`src/pcs_consts.svh`:
```
// Offsets, field positions, reset values and divider counts of the clock selector
`ifndef PCS_CONSTS_SVH
`define PCS_CONSTS_SVH

// Register offsets
`define PCS_MODE_ADDR      8'h14
`define PCS_PERIPH_ADDR    8'h15

// Reset values
`define PCS_MODE_RESET     8'h00
`define PCS_PERIPH_RESET   8'h00

// Mode register fields
`define PCS_SEL_EXT_BIT    0
`define PCS_QUARTER_BIT    1
`define PCS_HALVE_BIT      3
`define PCS_TICK_SRC_BIT   5

// Peripheral register fields
`define PCS_DBL_RATE_BIT   0
`define PCS_CHOP_LO_BIT    2
`define PCS_CHOP_HI_BIT    3

// Nominal source rates
`define PCS_INT_OSC_HZ     1000000
`define PCS_EXT_OSC_HZ     32768

// Half periods in source rising edges
`define PCS_HALF_DIV32     10'h010
`define PCS_HALF_DIV100    10'h032
`define PCS_HALF_DIV200    10'h064
`define PCS_HALF_DIV500    10'h0fa
`define PCS_HALF_DIV1000   10'h1f4

`endif

```
`src/pcs_pkg.sv`:
```
// Types shared by the clock selector files
package pcs_pkg;
   typedef enum logic [1:0] {
      PCS_CHOP_LOW  = 2'b00,
      PCS_CHOP_HIGH = 2'b01,
      PCS_CHOP_D500 = 2'b10,
      PCS_CHOP_D1K  = 2'b11
   } pcs_chop_t;
   typedef logic [9:0] pcs_half_t;
endpackage

```
`src/pcs_divider.sv`:
```
// Restartable square-wave divider counting source rising edges
`timescale 1ns/1ps
module pcs_divider
   import pcs_pkg::*;
(
   // Clock and reset
   input  wire logic      ref_clk,
   input  wire logic      sys_rst,
   // Control
   input  wire logic      restart,
   input  wire logic      tick,
   input  wire pcs_half_t half_count,
   // Output
   output logic           div_out
);
   pcs_half_t cnt_reg;

   // Count source edges, toggle each half period
   always_ff @(posedge ref_clk or posedge sys_rst) begin
      if (sys_rst) begin
         cnt_reg <= 10'h000;
         div_out <= 1'b0;
      end else if (restart) begin
         cnt_reg <= 10'h000;
         div_out <= 1'b0;
      end else if (tick) begin
         if (cnt_reg == half_count - 10'h001) begin
            cnt_reg <= 10'h000;
            div_out <= ~div_out;
         end else begin
            cnt_reg <= cnt_reg + 10'h001;
         end
      end
   end
endmodule

```
`src/pcs_clock_selector.sv`:
```
// Peripheral clock selector: main, system, doubler, chopper and tick clocks
//
// Summary of operation
// - Main clock is the internal oscillator unless external is selected, then external or its half.
// - System clock is the main clock, or the main clock over four when quarter select is set.
// - With internal main, the doubler runs at main over 200, or over 100 when rate select is set.
// - With external main, the doubler runs at external over 32 whatever the rate select.
// - Chopper output is low, high, system over 500 or system over 1000 by its two-bit field.
// - Tick clock is system over 1000, or external over 32 when the tick source bit is set.
// - One tick clock output feeds both the timer and the LCD.
// - Internal source is taken as 1 MHz and external as 32768 Hz.
//
// The address-and-strobe port and the address map were chosen for this implementation.
`timescale 1ns/1ps
`include "pcs_consts.svh"
module pcs_clock_selector
   import pcs_pkg::*;
(
   // Clock and reset
   input  wire logic       ref_clk,
   input  wire logic       sys_rst,
   // Oscillator pins
   input  wire logic       internal_osc_clock,
   input  wire logic       external_osc_clock,
   // Register port
   input  wire logic [7:0] reg_addr,
   input  wire logic [7:0] reg_wdata,
   input  wire logic       reg_wr,
   input  wire logic       reg_rd,
   output logic      [7:0] reg_rdata,
   // Derived clocks
   output logic            main_clock,
   output logic            system_clock,
   output logic            doubler_clock,
   output logic            chopper_ctrl,
   output logic            timer_lcd_clock
);
   function automatic logic rise(input logic cur, input logic prev);
      rise = cur & ~prev;
   endfunction

   logic [7:0] mode_reg;
   logic [7:0] periph_reg;
   logic [7:0] mode_prev_reg;
   logic [7:0] periph_prev_reg;
   logic [2:0] int_sync_reg;
   logic [2:0] ext_sync_reg;
   logic       ext_half_reg;
   logic [1:0] quarter_reg;
   logic       main_next;
   logic       sys_next;
   logic       int_rise;
   logic       ext_rise;
   logic       main_rise;
   logic       sys_rise;
   logic       restart;
   logic       sel_ext;
   logic       halve;
   logic       quarter;
   logic       tick_src;
   logic       dbl_rate;
   pcs_chop_t  chop_sel;
   pcs_half_t  dbl_half;
   pcs_half_t  chop_half;
   pcs_half_t  tick_half;
   logic       dbl_tick;
   logic       tmr_tick;
   logic       dbl_div;
   logic       chop_div;
   logic       tmr_div;

   assign sel_ext  = mode_reg[`PCS_SEL_EXT_BIT];
   assign halve    = mode_reg[`PCS_HALVE_BIT];
   assign quarter  = mode_reg[`PCS_QUARTER_BIT];
   assign tick_src = mode_reg[`PCS_TICK_SRC_BIT];
   assign dbl_rate = periph_reg[`PCS_DBL_RATE_BIT];
   assign chop_sel = pcs_chop_t'(periph_reg[`PCS_CHOP_HI_BIT:`PCS_CHOP_LO_BIT]);

   // Register writes; unused bits kept for software readback
   always_ff @(posedge ref_clk or posedge sys_rst) begin
      if (sys_rst) begin
         mode_reg   <= `PCS_MODE_RESET;
         periph_reg <= `PCS_PERIPH_RESET;
      end else if (reg_wr) begin
         if (reg_addr == `PCS_MODE_ADDR) begin
            mode_reg <= reg_wdata;
         end
         if (reg_addr == `PCS_PERIPH_ADDR) begin
            periph_reg <= reg_wdata;
         end
      end
   end

   // Read data one cycle after the strobe, zero when unmapped
   always_ff @(posedge ref_clk or posedge sys_rst) begin
      if (sys_rst) begin
         reg_rdata <= 8'h00;
      end else if (reg_rd) begin
         case (reg_addr)
            `PCS_MODE_ADDR:   reg_rdata <= mode_reg;
            `PCS_PERIPH_ADDR: reg_rdata <= periph_reg;
            default:          reg_rdata <= 8'h00;
         endcase
      end else begin
         reg_rdata <= 8'h00;
      end
   end

   // Any change of selection restarts all dividers
   always_ff @(posedge ref_clk or posedge sys_rst) begin
      if (sys_rst) begin
         mode_prev_reg   <= `PCS_MODE_RESET;
         periph_prev_reg <= `PCS_PERIPH_RESET;
      end else begin
         mode_prev_reg   <= mode_reg;
         periph_prev_reg <= periph_reg;
      end
   end
   assign restart = (mode_prev_reg != mode_reg) || (periph_prev_reg != periph_reg);

   // Oscillator pins are asynchronous; stage 0 feeds only stage 1
   always_ff @(posedge ref_clk or posedge sys_rst) begin
      if (sys_rst) begin
         int_sync_reg <= 3'h0;
         ext_sync_reg <= 3'h0;
      end else begin
         int_sync_reg <= {int_sync_reg[1:0], internal_osc_clock};
         ext_sync_reg <= {ext_sync_reg[1:0], external_osc_clock};
      end
   end
   assign int_rise = rise(int_sync_reg[1], int_sync_reg[2]);
   assign ext_rise = rise(ext_sync_reg[1], ext_sync_reg[2]);

   // External halving toggle
   always_ff @(posedge ref_clk or posedge sys_rst) begin
      if (sys_rst) begin
         ext_half_reg <= 1'b0;
      end else if (restart) begin
         ext_half_reg <= 1'b0;
      end else if (ext_rise) begin
         ext_half_reg <= ~ext_half_reg;
      end
   end

   // Main clock level
   always_comb begin
      if (!sel_ext) begin
         main_next = int_sync_reg[1];
      end else if (halve) begin
         main_next = ext_half_reg;
      end else begin
         main_next = ext_sync_reg[1];
      end
   end
   assign main_rise = rise(main_next, main_clock);

   // Quarter counter on main rising edges
   always_ff @(posedge ref_clk or posedge sys_rst) begin
      if (sys_rst) begin
         quarter_reg <= 2'h0;
      end else if (restart) begin
         quarter_reg <= 2'h0;
      end else if (main_rise) begin
         quarter_reg <= quarter_reg + 2'h1;
      end
   end
   assign sys_next = quarter ? quarter_reg[1] : main_next;
   assign sys_rise = rise(sys_next, system_clock);

   always_ff @(posedge ref_clk or posedge sys_rst) begin
      if (sys_rst) begin
         main_clock   <= 1'b0;
         system_clock <= 1'b0;
      end else begin
         main_clock   <= main_next;
         system_clock <= sys_next;
      end
   end

   // Doubler source and ratio
   always_comb begin
      if (sel_ext) begin
         dbl_tick = ext_rise;
         dbl_half = `PCS_HALF_DIV32;
      end else begin
         dbl_tick = main_rise;
         dbl_half = dbl_rate ? `PCS_HALF_DIV100 : `PCS_HALF_DIV200;
      end
   end

   assign chop_half = (chop_sel == PCS_CHOP_D1K) ? `PCS_HALF_DIV1000 : `PCS_HALF_DIV500;
   assign tmr_tick  = tick_src ? ext_rise : sys_rise;
   assign tick_half = tick_src ? `PCS_HALF_DIV32 : `PCS_HALF_DIV1000;

   pcs_divider u_dbl_div (
      .ref_clk    (ref_clk),
      .sys_rst    (sys_rst),
      .restart    (restart),
      .tick       (dbl_tick),
      .half_count (dbl_half),
      .div_out    (dbl_div)
   );

   pcs_divider u_chop_div (
      .ref_clk    (ref_clk),
      .sys_rst    (sys_rst),
      .restart    (restart),
      .tick       (sys_rise),
      .half_count (chop_half),
      .div_out    (chop_div)
   );

   pcs_divider u_tmr_div (
      .ref_clk    (ref_clk),
      .sys_rst    (sys_rst),
      .restart    (restart),
      .tick       (tmr_tick),
      .half_count (tick_half),
      .div_out    (tmr_div)
   );

   // Output flops; one cycle behind the dividers but glitch free
   always_ff @(posedge ref_clk or posedge sys_rst) begin
      if (sys_rst) begin
         doubler_clock   <= 1'b0;
         chopper_ctrl    <= 1'b0;
         timer_lcd_clock <= 1'b0;
      end else begin
         doubler_clock   <= dbl_div;
         timer_lcd_clock <= tmr_div;
         case (chop_sel)
            PCS_CHOP_LOW:  chopper_ctrl <= 1'b0;
            PCS_CHOP_HIGH: chopper_ctrl <= 1'b1;
            PCS_CHOP_D500: chopper_ctrl <= chop_div;
            PCS_CHOP_D1K:  chopper_ctrl <= chop_div;
            default:       chopper_ctrl <= 1'b0;
         endcase
      end
   end
endmodule

```
`config.mk`:
```
export PLATFORM = sky130hd
export DESIGN_NAME = pcs_clock_selector
export DESIGN_NICKNAME = d
export VERILOG_FILES = /design/src/pcs_pkg.sv /design/src/pcs_divider.sv /design/src/pcs_clock_selector.sv
export VERILOG_INCLUDE_DIRS = /design/src /design/src/src
export SDC_FILE = /design/constraint.sdc
export NUM_CORES = 1
export LEC_CHECK = 0
export ABC_CLOCK_PERIOD_IN_PS = 5400
export BUFFER_PORTS_ARGS = -buffer_cell sky130_fd_sc_hd__buf_2
export CORE_ASPECT_RATIO = 1.75
export CORE_MARGIN = 3
export CORE_UTILIZATION = 50
export CTS_CLUSTER_SIZE = 30
export DETAILED_ROUTE_END_ITERATION = 12
export PLACE_DENSITY = 0.76
export SLEW_MARGIN = 20
export SYNTH_ARGS = -nofsm -noshare
export SYNTH_HDL_FRONTEND = slang
export SYNTH_SLANG_ARGS = --single-unit
```
`constraint.sdc`:
```
create_clock -name ref_clk -period 5.4 [get_ports ref_clk]
set_input_delay 0.54 -clock ref_clk [delete_from_list [all_inputs] [get_ports ref_clk]]
set_output_delay 0.54 -clock ref_clk [all_outputs]
set_load 0.01 [all_outputs]
```
==> results.txt, run 1 <==
* Launching instance or port of the critical path: mode_reg[0]
- The initialized floorplan defines 42 standard-cell rows.
* Detail-routed via count per cell: 5.751
- Area share of and/or/nand/nor cells after synthesis: 0.2045
- The startpoint identified for the worst hold timing path is internal_osc_clock.
- Number of violations of the max-capacitance limit: 0
- Peak ir drop on the vdd network: 0.2709 mV
- Yosys instantiated no cell more often than dfrtp_1.
* Later-pin clock latency in the skew report: 0.33 ns
- Clock tree from TritonCTS: yes
* Average cell area after synthesis: 10.98 sq um
* Final design instance area without fill: 4487 sq um
- Arrival time at the worst endpoint: 2.41 ns
- Slew Limit Headroom: 0.4890
- The final layout contains 418 nets.
- For this run, asynchronously set or reset flops after synthesis account for 1.000.
* Total of cells resized after clock tree synthesis: 0
* Worst hold-check path type: input port to flop
- The run finished with clean final reports.
* Number of clock sinks: 86
- Ys flop type: dfrtp_1
* Count of routing violations after the opening detailed-route iteration: 130
- dfrtp_1 takes more of the synthesized area than any other cell.
* Number of fill cells: 616
* Power per cell area: 332.6 nW/um^2
* Routed Wire Length: 7.576 mm
- The H-tree was split into 3 levels.
- Type of the worst setup path: flop to flop
* Detailed-routing iteration count for the pre-antenna-repair pass: 4
* # port buffers: 34
- Floorplan core area: 7567 sq um
- Of the total power, the share spent switching nets is 0.2344.
* Power share of the combinational group: 0.088
* Mapped Area: 3897 sq um
- Detailed routing inserted a total of 2795 vias.
* Flip-flop and latch count after synthesis: 86
- Post-CTS clock slew at the launch and capture registers of the worst setup and hold paths: 0.06 ns
- Startpoint of the worst register-to-register path: mode_reg[0]
* Area post-placement: 4149 sq um
- In the finished design, the share of the clock period the worst path needs comes to 0.3976.
- Hold Path Cell Cnt: 1
- All-layer global routing usage: 0.1907
- The compound-cell area share of the yosys netlist was 0.07961.
* Setup violation total in the final timing report: 0
- The internal portion of the total power is 1.142 mW.
* Sum of net half-perimeters after detailed placement: 5.263 mm
- For the worst flop-to-flop path, the logic depth is 5.
* Deepest clock path buffer count: 2
- The die is 72.74 um wide.
- Sequential share of power: 0.463
* Number of nets in the synthesized netlist: 380
- STA classifies the critical path endpoint as a flop.
- After clock tree synthesis, the setup repair step added 0 buffers.
- Height of the die: 122.8 um
* Seq/Total Area, Yosys: 0.5522
* Final weighted congestion in routability-driven placement: 0.8264
* GRT overflow: 0
* Accumulated negative setup slack: 0 ns
- Number of hold-slack violations in the final timing report: 0
* Number of standard cells after synthesis: 355
- Inserted Clock Buffers: 9
* Maximum clock skew at final layout: 0.005808 ns
* Xor/xnor cell area share of the yosys netlist: 0.06742
- Clk Tree Root Cell: clkbuf_16
- Yosys top cell area share: 0.5522
- Once detail routing completed, the nets flagged for antenna violations numbered 0.
- Warning count from the yosys run: 0
- Total count of max-transition violations in the final report: 0
* Leakage Power: 2.100 nW
- Critical path required time: 5.66 ns
- Of the total synthesized cell area, the portion taken by full adders, half adders and majority gates is 0.009631.
* Most frequent cells after synthesis: 86 x dfrtp_1, 45 x nor2_1, 23 x a21oi_1
* Area growth, synth to finish: 15.12%
- The floorplan step defined a die boundary enclosing 8932 sq um.
- Worst Setup Start Kind: flop
- After clock tree synthesis, the flow added hold-fix buffers numbering 0.
* Number of different library cells in the post-synthesis netlist: 47
- For the finished layout, the period the worst path requires is 2.147 ns.
- Critical path's slowest cell: dfrtp_1
- The largest single stage delay on the critical path is 0.62 ns.
* Vias in the first global route: 2848
* Post-synth EDFFs: 0
* Setup repair after global routing missed its margin: no
- Antenna Cells: 0
- Average wire length per cell after detail routing: 15.59 um
- At the pin with the least slew margin, the transition time is 0.7664 ns.
- For this run, the top clock speed supported by timing is 465.8 MHz.
- First-pass GRT wire length: 12.94 mm
- Starting density of the core: 0.5150
- Worst path cell trace: or3b_2, o211ai_2, nand2_2, or3_1, a21oi_1
- Switching component of the power: 349.8 uW
* Ports placed on the boundary: 35
* Post-detailed-route DRC marker count: 0
- The initial antenna violation count is 0.
* Mux share of post-synthesis cell area: 0.07223
* Critical-path maximum fanout: 17
* Main area contributors after synthesis: dfrtp_1 55%, mux2_2 4.9%, nor2_1 4.3%
- Combinational family with the most area after synthesis: simple AND/OR/NAND/NOR gates
- Clock power share: 0.449
* Pin count of the biggest net entering global routing: 87
- Of the cells placed in the final design, the portion with a size suffix greater than 1 is 0.2035.
-- final timing paths --
check	to	slack [ns]
worst min register to register	ext_sync_reg[1]	0.36
worst max-delay path	u_chop_div.cnt_reg[8]	3.25
worst max register to register	u_chop_div.cnt_reg[8]	3.25
worst min-delay path	int_sync_reg[0]	0.31
min in group asynchronous	mode_prev_reg[1]	0.38
max in group asynchronous	mode_reg[6]	4.47
-- cell usage in the layout (no fill, tap or decap), types with 2 or more instances in the layout --
cell type   n
clkbuf_16   9
clkinv_2    2
o31ai_1     2
clkbuf_8    2
a21oi_1    23
nand3_1    10
nand3b_1   10
nor3b_1     2
bufinv_16   2
nor2_1     45
or4b_2      2
and4b_1     2
nand2_1    20
o211ai_2    2
xor2_1     18
a31oi_1     2
inv_1       2
and3_1      8
or3b_2      2
mux2i_1     9
o21ai_0    15
nor4_1      7
nor2b_1     7
buf_2      34
nand4_1     7
dfrtp_1    86
nor4b_1     2
xnor2_1    12
ha_1        3
nand2b_1    4
nor3_1      6
mux2_2     17
or3_1       5
-- area by class of cell --
type	instances	area (sq um)	share of cell area
Clock buffer	11	252.7	0.05633
Clock inverter	5	81.33	0.01813
Inverter	3	12.51	0.002789
Multi-Input combinational cell	257	1689	0.3765
Sequential cell	86	2152	0.4796
Tap cell	88	110.1	0.02454
Timing Repair Buffer	36	188.9	0.04211
-- logic make-up after synthesis --
| group | after synthesis |
|---|---|
| flip-flops | 86 |
| multiplexers | 26 |
| AND/OR/NAND/NOR | 147 |
| buffers and inverters | 12 |
| AO/OA/AOI/OAI | 51 |
| XOR/XNOR | 30 |
| adder cells (fa/ha/maj) | 3 |
-- power by group through the flow --
stage,registers (mW),clock network [mW],logic (mW)
finish,0.691,0.670,0.131
global route,0.695,0.707,0.146
CTS,0.691,0.684,0.134
detailed placement,0.703,0,0.133
global placement,0.702,0,0.129
floorplan,0.695,0,0.0996
-- routing by layer --
layer / GRT usage / part of all wire / vias to the layer above
met5: 0 / 0 / -
met4: 0.1074 / 0.027 / 0
met3: 0.03689 / 0.041 / 13
met2: 0.3320 / 0.55 / 73
met1: 0.2129 / 0.38 / 1372
li1: - / - / 1337
-- worst max-delay path, delay by kind of cell, from the launching register on --
| kind | cells | cell delay, ns |
|---|---|---|
| AND/OR/NAND/NOR | 3 | 0.94 |
| flip-flops | 1 | 0.62 |
| AO/OA/AOI/OAI | 2 | 0.51 |
-- through the flow --
stage	utilization	hold WS [ns]	power, mW	std cells	setup WS [ns]
5_1_grt	0.5929	0.2994	1.548	486	3.076
2_1_floorplan	-	0.3312	0.7943	355	2.638
3_3_place_gp	0.5483	0.3344	0.8302	470	3.316
3_5_place_dp	0.5483	0.3471	0.8355	470	3.258
6_report	0.5929	0.3103	1.492	486	3.253
4_1_cts	0.5924	0.2978	1.509	486	3.248
(Power assumes the default switching activity.)
==> inputs of run 2 (changes only) <==
ABC_AREA = 1   (was default)
ABC_CLOCK_PERIOD_IN_PS = 1960   (was 5400)
PLACE_DENSITY = 0.78   (was 0.76)
clock period = 1.96 ns   (was 5.4 ns; I/O delays follow)
==> results.txt, run 2 <==
* Count of routing violations after the opening detailed-route iteration: 237 (+82%)
* Antenna violations before repair: 0 (unchanged)
- Number of nets with antenna violations after detailed routing: 0 (unchanged)
- Commonest cells after routing, fill and taps aside: 167 x nand2_1, 83 x dfrtp_1, 81 x inv_1
* Post-detailed-route DRC marker count: 0 (unchanged)
- Inserted Clock Buffers: 9 (unchanged)
- Leakage Power: 2.546 nW (+21%)
- The proportion of netlist area held by the largest area contributor was 0.4892 (-0.06297).
- Floorplan core area: 8423 sq um (+11%)
- Count of standard-cell rows: 44 (+4.8%)
- By area the synthesized netlist is led by dfrtp_1 49%, nand2_1 14%, inv_1 7.0%.
- Area growth, synth to finish: 16.84%
* Switch share: 0.3110 (+0.07656)
* Post-CTS clock slew at the launch and capture registers of the worst setup and hold paths: 0.06 ns (about the same)
* Worst hold-check path type: input port to flop
- GRT overflow: 0 (unchanged)
- Critical-path maximum fanout: 6 (-11)
- Number of clock sinks: 86 (unchanged)
* Sort of element at the end of the critical path: flop
- Height of the die: 130.1 um (+5.9%)
- Clk Tree Root Cell: clkbuf_16
- Yosys instantiated no cell more often than nand2_1.
- Type of the worst setup path: flop to flop
- The later-pin clock latency in the skew report was 0.35 ns (+0.02 ns).
- The setup-violating endpoint count in the final report is 0 (unchanged).
- The global-route wire length before repair was 16.35 mm (+26%).
- Area post-placement: 4718 sq um (+14%)
* Clock power share: 0.370 (-0.079)
- The synthesized design spends more area on one cell type than any other, namely dfrtp_1.
- Average cell area after synthesis: 7.624 sq um (-31%)
- The minimum hold slack is 0.1091 ns (-0.2012 ns).
- The worst-margin pin slew came to 0.6006 ns (-0.1658 ns).
- The ratio of cells with drive above 1 in the final layout is 0.1551 (-0.04845).
* Ys flop type: dfrtp_1
* Final design instance area without fill: 5140 sq um (+15%)
- The portion of the post-synthesis area used by sequential elements is 0.4892 (-0.06297).
* Power share of the combinational group: 0.215 (+0.127)
- Number of hold-slack violations in the final timing report: 0 (unchanged)
- Fin crit share: 0.9251 (+0.5276)
- Post-route setup slack: 0.1467 ns (-3.106 ns)
* Vias post-DR: 3801 (+36%)
* Number of standard cells after synthesis: 577 (+63%)
- The net total in the final layout came to 652 (+56%).
* Clock tree from TritonCTS: yes
- Peak ir drop on the vdd network: 0.8003 mV (+200%)
- The count of unique library cells instantiated by Yosys was 33 (-30%).
- Ports placed on the boundary: 35 (unchanged)
* # port buffers: 34 (unchanged)
- The placed wire-length estimate after detailed placement was 6.802 mm (+29%).
- The global-route usage over all layers came to 0.2067 (+0.01595).
- Starting density of the core: 0.5223 (+0.007235)
- The width of the chip came to 76.91 um (+5.7%).
* Routed Wire Length: 9.554 mm (+26%)
- Post-layout min period: 1.813 ns (-0.3335 ns)
* Worst Setup Start Kind: flop
- Power per cell area: 921.4 nW/um^2 (+180%)
* Critical path required time: 2.24 ns (-3.42 ns)
- Detailed-routing iteration count for the pre-antenna-repair pass: 4 (unchanged)
* Result of the run: complete, no violations
- Post-synth EDFFs: 0 (unchanged)
- Total count of max-transition violations in the final report: 0 (unchanged)
* Most common library cell in the layout ignoring fill and taps: nand2_1
- Vias in the first global route: 3770 (+32%)
- The async set-or-reset flop fraction in the synthesized netlist came to 1.000 (unchanged).
- The die footprint is 10000 sq um (+12%).
- Maximum clock skew at final layout: 0.005863 ns (+0.00005476 ns)
- The number of synthesis warnings was 0 (unchanged).
- The relative slew slack was 0.5984 (+0.1094).
- Sequential share of power: 0.416 (-0.047)
* Accumulated negative setup slack: 0 ns (unchanged)
* Pin count of the biggest net entering global routing: 87 (unchanged)
* Most frequent cells after synthesis: 167 x nand2_1, 86 x dfrtp_1, 82 x inv_1
- Total number of H-tree levels: 3 (unchanged)
* Antenna Cells: 0 (unchanged)
- The maximum clock rate is 551.5 MHz (+18%).
- The synthesis-stage register bit count was 86 (unchanged).
- Deepest clock path buffer count: 2 (unchanged)
- Pre-CTS WS: 0.08441 ns (-3.174 ns)
- The synthesized net count is 602 (+58%).
* Utilization after layout: 0.6102 (+0.01730)
* Final weighted congestion in routability-driven placement: 0.9014 (+9.1%)
- The area of the mapped netlist is 4399 sq um (+13%).
- Detail-routed via count per cell: 5.088 (-12%)
- Number of violations of the max-capacitance limit: 0 (unchanged)
- Switching component of the power: 1.473 mW (+320%)
- Average wire length per cell after detail routing: 12.79 um (-18%)
- The internal cell power came to 3.263 mW (+190%).
* Arrival time at the worst endpoint: 2.09 ns (-0.32 ns)
## run 2: final timing paths
path                                       from                     to  slack [ns]  cells after the start
worst max-delay path              periph_reg[1]   u_dbl_div.cnt_reg[5]        0.15                     11
min in group asynchronous               sys_rst   u_dbl_div.cnt_reg[5]        0.52                      4
worst max register to register    periph_reg[1]   u_dbl_div.cnt_reg[5]        0.15                     11
max in group asynchronous               sys_rst  u_chop_div.cnt_reg[3]        1.10                      4
worst min register to register  int_sync_reg[0]        int_sync_reg[1]        0.35                      0
worst min-delay path               reg_wdata[0]          periph_reg[0]        0.11                      3
## run 2: cells by family after synthesis
family | synth area share
AOI/OAI and AO/OA | 0.08305
xor gates and xnor gates | 0.01991
adders and majority gates | 0.008533
buffers and inverters | 0.08789
DFF | 0.4892
and+or+nand+nor | 0.3114
## run 2: final cells by class
class / count / area [sq um]
fillers: 707 / 3283
flip-flops and latches: 86 / 2156
multi-input cells: 395 / 1904
inverters: 90 / 341.6
repair buffers: 45 / 285.3
clock buffers: 10 / 239.0
well taps: 115 / 143.9
clock inverters: 6 / 70.07
## run 2: timing repair
item	CTS	global route
endpoints found under the hold margin	32	0
resized for setup	0	9
hold buffers	3	0
setup endpoints to repair	0	24
buffers inserted	0	3
## run 2: power groups by stage
stage	combinational (mW)	clock, mW	sequential (mW)
2_1_floorplan	0.706	0	1.98
3_3_place_gp	0.857	0	1.99
3_5_place_dp	0.892	0	2.00
4_1_cts	0.902	1.78	1.97
5_1_grt	1.14	1.85	1.98
6_report	1.02	1.75	1.97
## run 2: metrics by stage
stage,power [mW],cells
floorplan,2.685,577
global placement,2.850,725
detailed placement,2.889,725
CTS,4.647,744
global route,4.973,747
finish,4.736,747
## run 2: critical path, stage by stage, from the launching register on
cell	delay, ns
dfrtp_1	0.43
inv_1	0.07
nand2_1	0.05
nand2_1	0.06
inv_1	0.04
nor2_1	0.17
nand2_1	0.08
nor2_1	0.21
nand2_2	0.17
nor2_1	0.24
o21ai_0	0.14
nor2_1	0.09
## run 2: routing by layer
| layer | global-route usage | up-vias | share of wire | routed length (um) |
|---|---|---|---|---|
| li1 | - | 1895 | - | - |
| met5 | 0 | - | 0 | 0 |
| met3 | 0.04627 | 24 | 0.035 | 332 |
| met1 | 0.2132 | 1803 | 0.37 | 3572 |
| met4 | 0.09498 | 0 | 0.027 | 256 |
| met2 | 0.3936 | 79 | 0.56 | 5391 |
==> inputs of run 3 (changes only) <==
CORE_MARGIN = default   (was 3)
==> results.txt, run 3 (synthesized netlist as in run 2, its figures left out) <==
* Result of the run: complete, no violations
- Final weighted congestion in routability-driven placement: 0.8731 (-3.1%)
* Critical path's slowest cell: dfrtp_1
* Number of violations of the max-capacitance limit: 0 (unchanged)
* Later-pin clock latency in the skew report: 0.34 ns (about the same)
- Arrival time at the worst endpoint: 2.06 ns (-0.03 ns)
- The worst setup path is of the flop to flop kind.
- The final routed DRC violation total is 0 (unchanged).
- The maximum VDD drop was 0.5960 mV (-26%).
- Critical path required time: 2.19 ns (-0.05 ns)
* Post-route setup slack: 0.1303 ns (-0.01648 ns)
* Sum of net half-perimeters after detailed placement: 7.005 mm (+3.0%)
- The worst-margin pin slew was 0.5707 ns (-0.02993 ns).
- Total count of max-transition violations in the final report: 0 (unchanged)
* Average wire length per cell after detail routing: 13.20 um (+3.2%)
- GRT overflow: 0 (unchanged)
* All-layer global routing usage: 0.2337 (+0.02699)
- In this run the most critical hold path is launched from reg_wdata[1].
- Sort of element at the end of the critical path: flop
- Height of the die: 126.1 um (-3.1%)
- Accumulated negative setup slack: 0 ns (unchanged)
* Deepest clock path buffer count: 2 (unchanged)
- Largest incremental delay on the critical path: 0.46 ns (+0.03 ns)
- The clock-pin transition on the worst setup and hold timing paths came to 0.06 ns (about the same).
- The most critical setup path has its endpoint at u_chop_div.cnt_reg[4].
- The critical path starts at periph_reg[0].
* Pin count of the biggest net entering global routing: 26 (-70%)
* First-pass GRT wire length: 16.46 mm (+0.67%)
- The width of the chip came to 72.91 um (-5.2%).
- TritonCTS built the clock tree.
- Pre-CTS WS: 0.03268 ns (-0.05173 ns)
* Fin crit share: 0.9335 (+0.008408)
* Vias post-DR: 3829 (+0.74%)
* Inst Count DP: 727 (+0.28%)
* Maximum clock rate: 546.5 MHz (-0.90%)
- The count of pins on the block boundary was 35 (unchanged).
- Total stage count of the critical path: 12 (+1)
- Total Die Area: 9192 sq um (-8.1%)
* Power per cell area: 916.0 nW/um^2 (-0.59%)
- The static leakage power was 2.577 nW (+1.3%).
- The worst clock skew was 0.006597 ns (+0.0007341 ns).
* Clk Tree Root Cell: clkbuf_16
- The initial antenna violation count came to 0 (unchanged).
* Worst reg2reg endpoint: u_chop_div.cnt_reg[4]
* Count of standard-cell rows: 44 (unchanged)
* Total number of H-tree levels: 3 (unchanged)
- # port buffers: 34 (unchanged)
- WP buf/inv: 2 (unchanged)
- Routed Wire Length: 9.926 mm (+3.9%)
* Utilization after layout: 0.6144 (+0.004159)
- The setup-violating endpoint count in the final report was 0 (unchanged).
- The clock sink total came to 86 (unchanged).
- The number of buffers added by the clock tree synthesis step was 9 (unchanged).
- Register-to-register setup slack: 0.13 ns (-0.02 ns)
* Post-layout nets: 657 (+0.77%)
- Vias in the first global route: 3787 (+0.45%)
* Count of routing violations after the opening detailed-route iteration: 362 (+53%)
* Number of cells in the finished layout apart from fillers: 752 (+0.67%)
* Most common library cell in the layout ignoring fill and taps: nand2_1
- Worst hold-check path type: input port to flop
- Delay-heaviest family, CP: simple AND/OR/NAND/NOR gates
- Area growth, synth to finish: 17.63%
- The ratio of cells with drive above 1 in the final layout was 0.1617 (+0.006632).
- The depth of the most critical reg-to-reg path is 12 (+1).
* Critical-path maximum fanout: 8 (+2)
- Detail-routed via count per cell: 5.092 (about the same)
* Worst path cell trace: inv_2, nand2_2, nand3_1, nor2_1, nand2_2, nor2_8, buf_4, nand2_4, nand2_1, nand2_1, nand2_1, nor2_2
* Post-layout min period: 1.830 ns (+0.01648 ns)
* Worst Setup Start Kind: flop
- The final hold violation count came to 0 (unchanged).
- Number of fill cells: 723 (+2.3%)
- The most numerous cell type found on the critical path is nand2_1.
* Floorplan core area: 8423 sq um (unchanged)
- Startpoint of the worst register-to-register path: periph_reg[0]
* Detailed-routing iteration count for the pre-antenna-repair pass: 5 (+1)
- The total chip power came to 4.740 mW (about the same).
- Number of nets with antenna violations after detailed routing: 0 (unchanged)
* Commonest cells after routing, fill and taps aside: 167 x nand2_1, 83 x dfrtp_1, 80 x inv_1
- Slew Limit Headroom: 0.6185 (+0.02001)
- Antenna Cells: 0 (unchanged)
- The effective utilization at floorplan is 0.5223 (unchanged).
-- run 3: worst register-to-register path, stage by stage, from the launching register on --
cell,delay (ns)
dfrtp_1,0.46
inv_2,0.09
nand2_2,0.08
nand3_1,0.10
nor2_1,0.14
nand2_2,0.11
nor2_8,0.24
buf_4,0.18
nand2_4,0.08
nand2_1,0.10
nand2_1,0.05
nand2_1,0.06
nor2_2,0.04
-- run 3: what timing repair did --
item / 4_1_cts / 5_1_grt
buffers inserted: 0 / 5
hold buffers: 3 / 0
endpoints found under the setup margin: 0 / 27
hold endpoints to repair: 21 / 0
gates resized for setup: 0 / 13
-- run 3: metal layers --
metal | track usage | vias to the layer above | share of wire
met1 | 0.2500 | 1813 | 0.38
met5 | 0 | - | 0
met2 | 0.4283 | 95 | 0.56
met4 | 0.1165 | 0 | 0.027
met3 | 0.03920 | 23 | 0.032
li1 | - | 1898 | -
-- run 3: cell type report --
type / instances / area [sq um] / share of cell area
flip-flops and latches: 86 / 2156 / 0.4166
multi-input cells: 396 / 1924 / 0.3719
inverters: 90 / 341.6 / 0.06601
repair buffers: 49 / 315.3 / 0.06093
clock buffers: 13 / 250.2 / 0.04836
well taps: 115 / 143.9 / 0.02780
clock inverters: 3 / 43.79 / 0.008462
-- run 3: worst min path at each step --
stage                                  to  slack (ns)  depth (start not counted)
final                         mode_reg[1]        0.12                          3
after global routing        periph_reg[6]        0.13                          3
after CTS                   periph_reg[6]        0.12                          3
after detailed placement      mode_reg[4]        0.29                          2
after global placement    ext_sync_reg[1]        0.28                          2
after floorplan           ext_sync_reg[0]        0.23                          0
-- run 3: per-stage QoR --
stage	cell area [sq um]	hold slack, ns
6_report	5175	0.1248
5_1_grt	5175	0.1271
4_1_cts	5057	0.1217
3_5_place_dp	4733	0.2859
3_3_place_gp	4733	0.2811
2_1_floorplan	4403	0.2274
-- run 3: power breakdown --
| group | internal (mW) | switching [mW] | total [mW] |
|---|---|---|---|
| sequential | 1.88 | 0.0934 | 1.97 |
| clock | 1.02 | 0.682 | 1.71 |
| combinational | 0.386 | 0.678 | 1.06 |
| total | 3.29 | 1.45 | 4.74 |
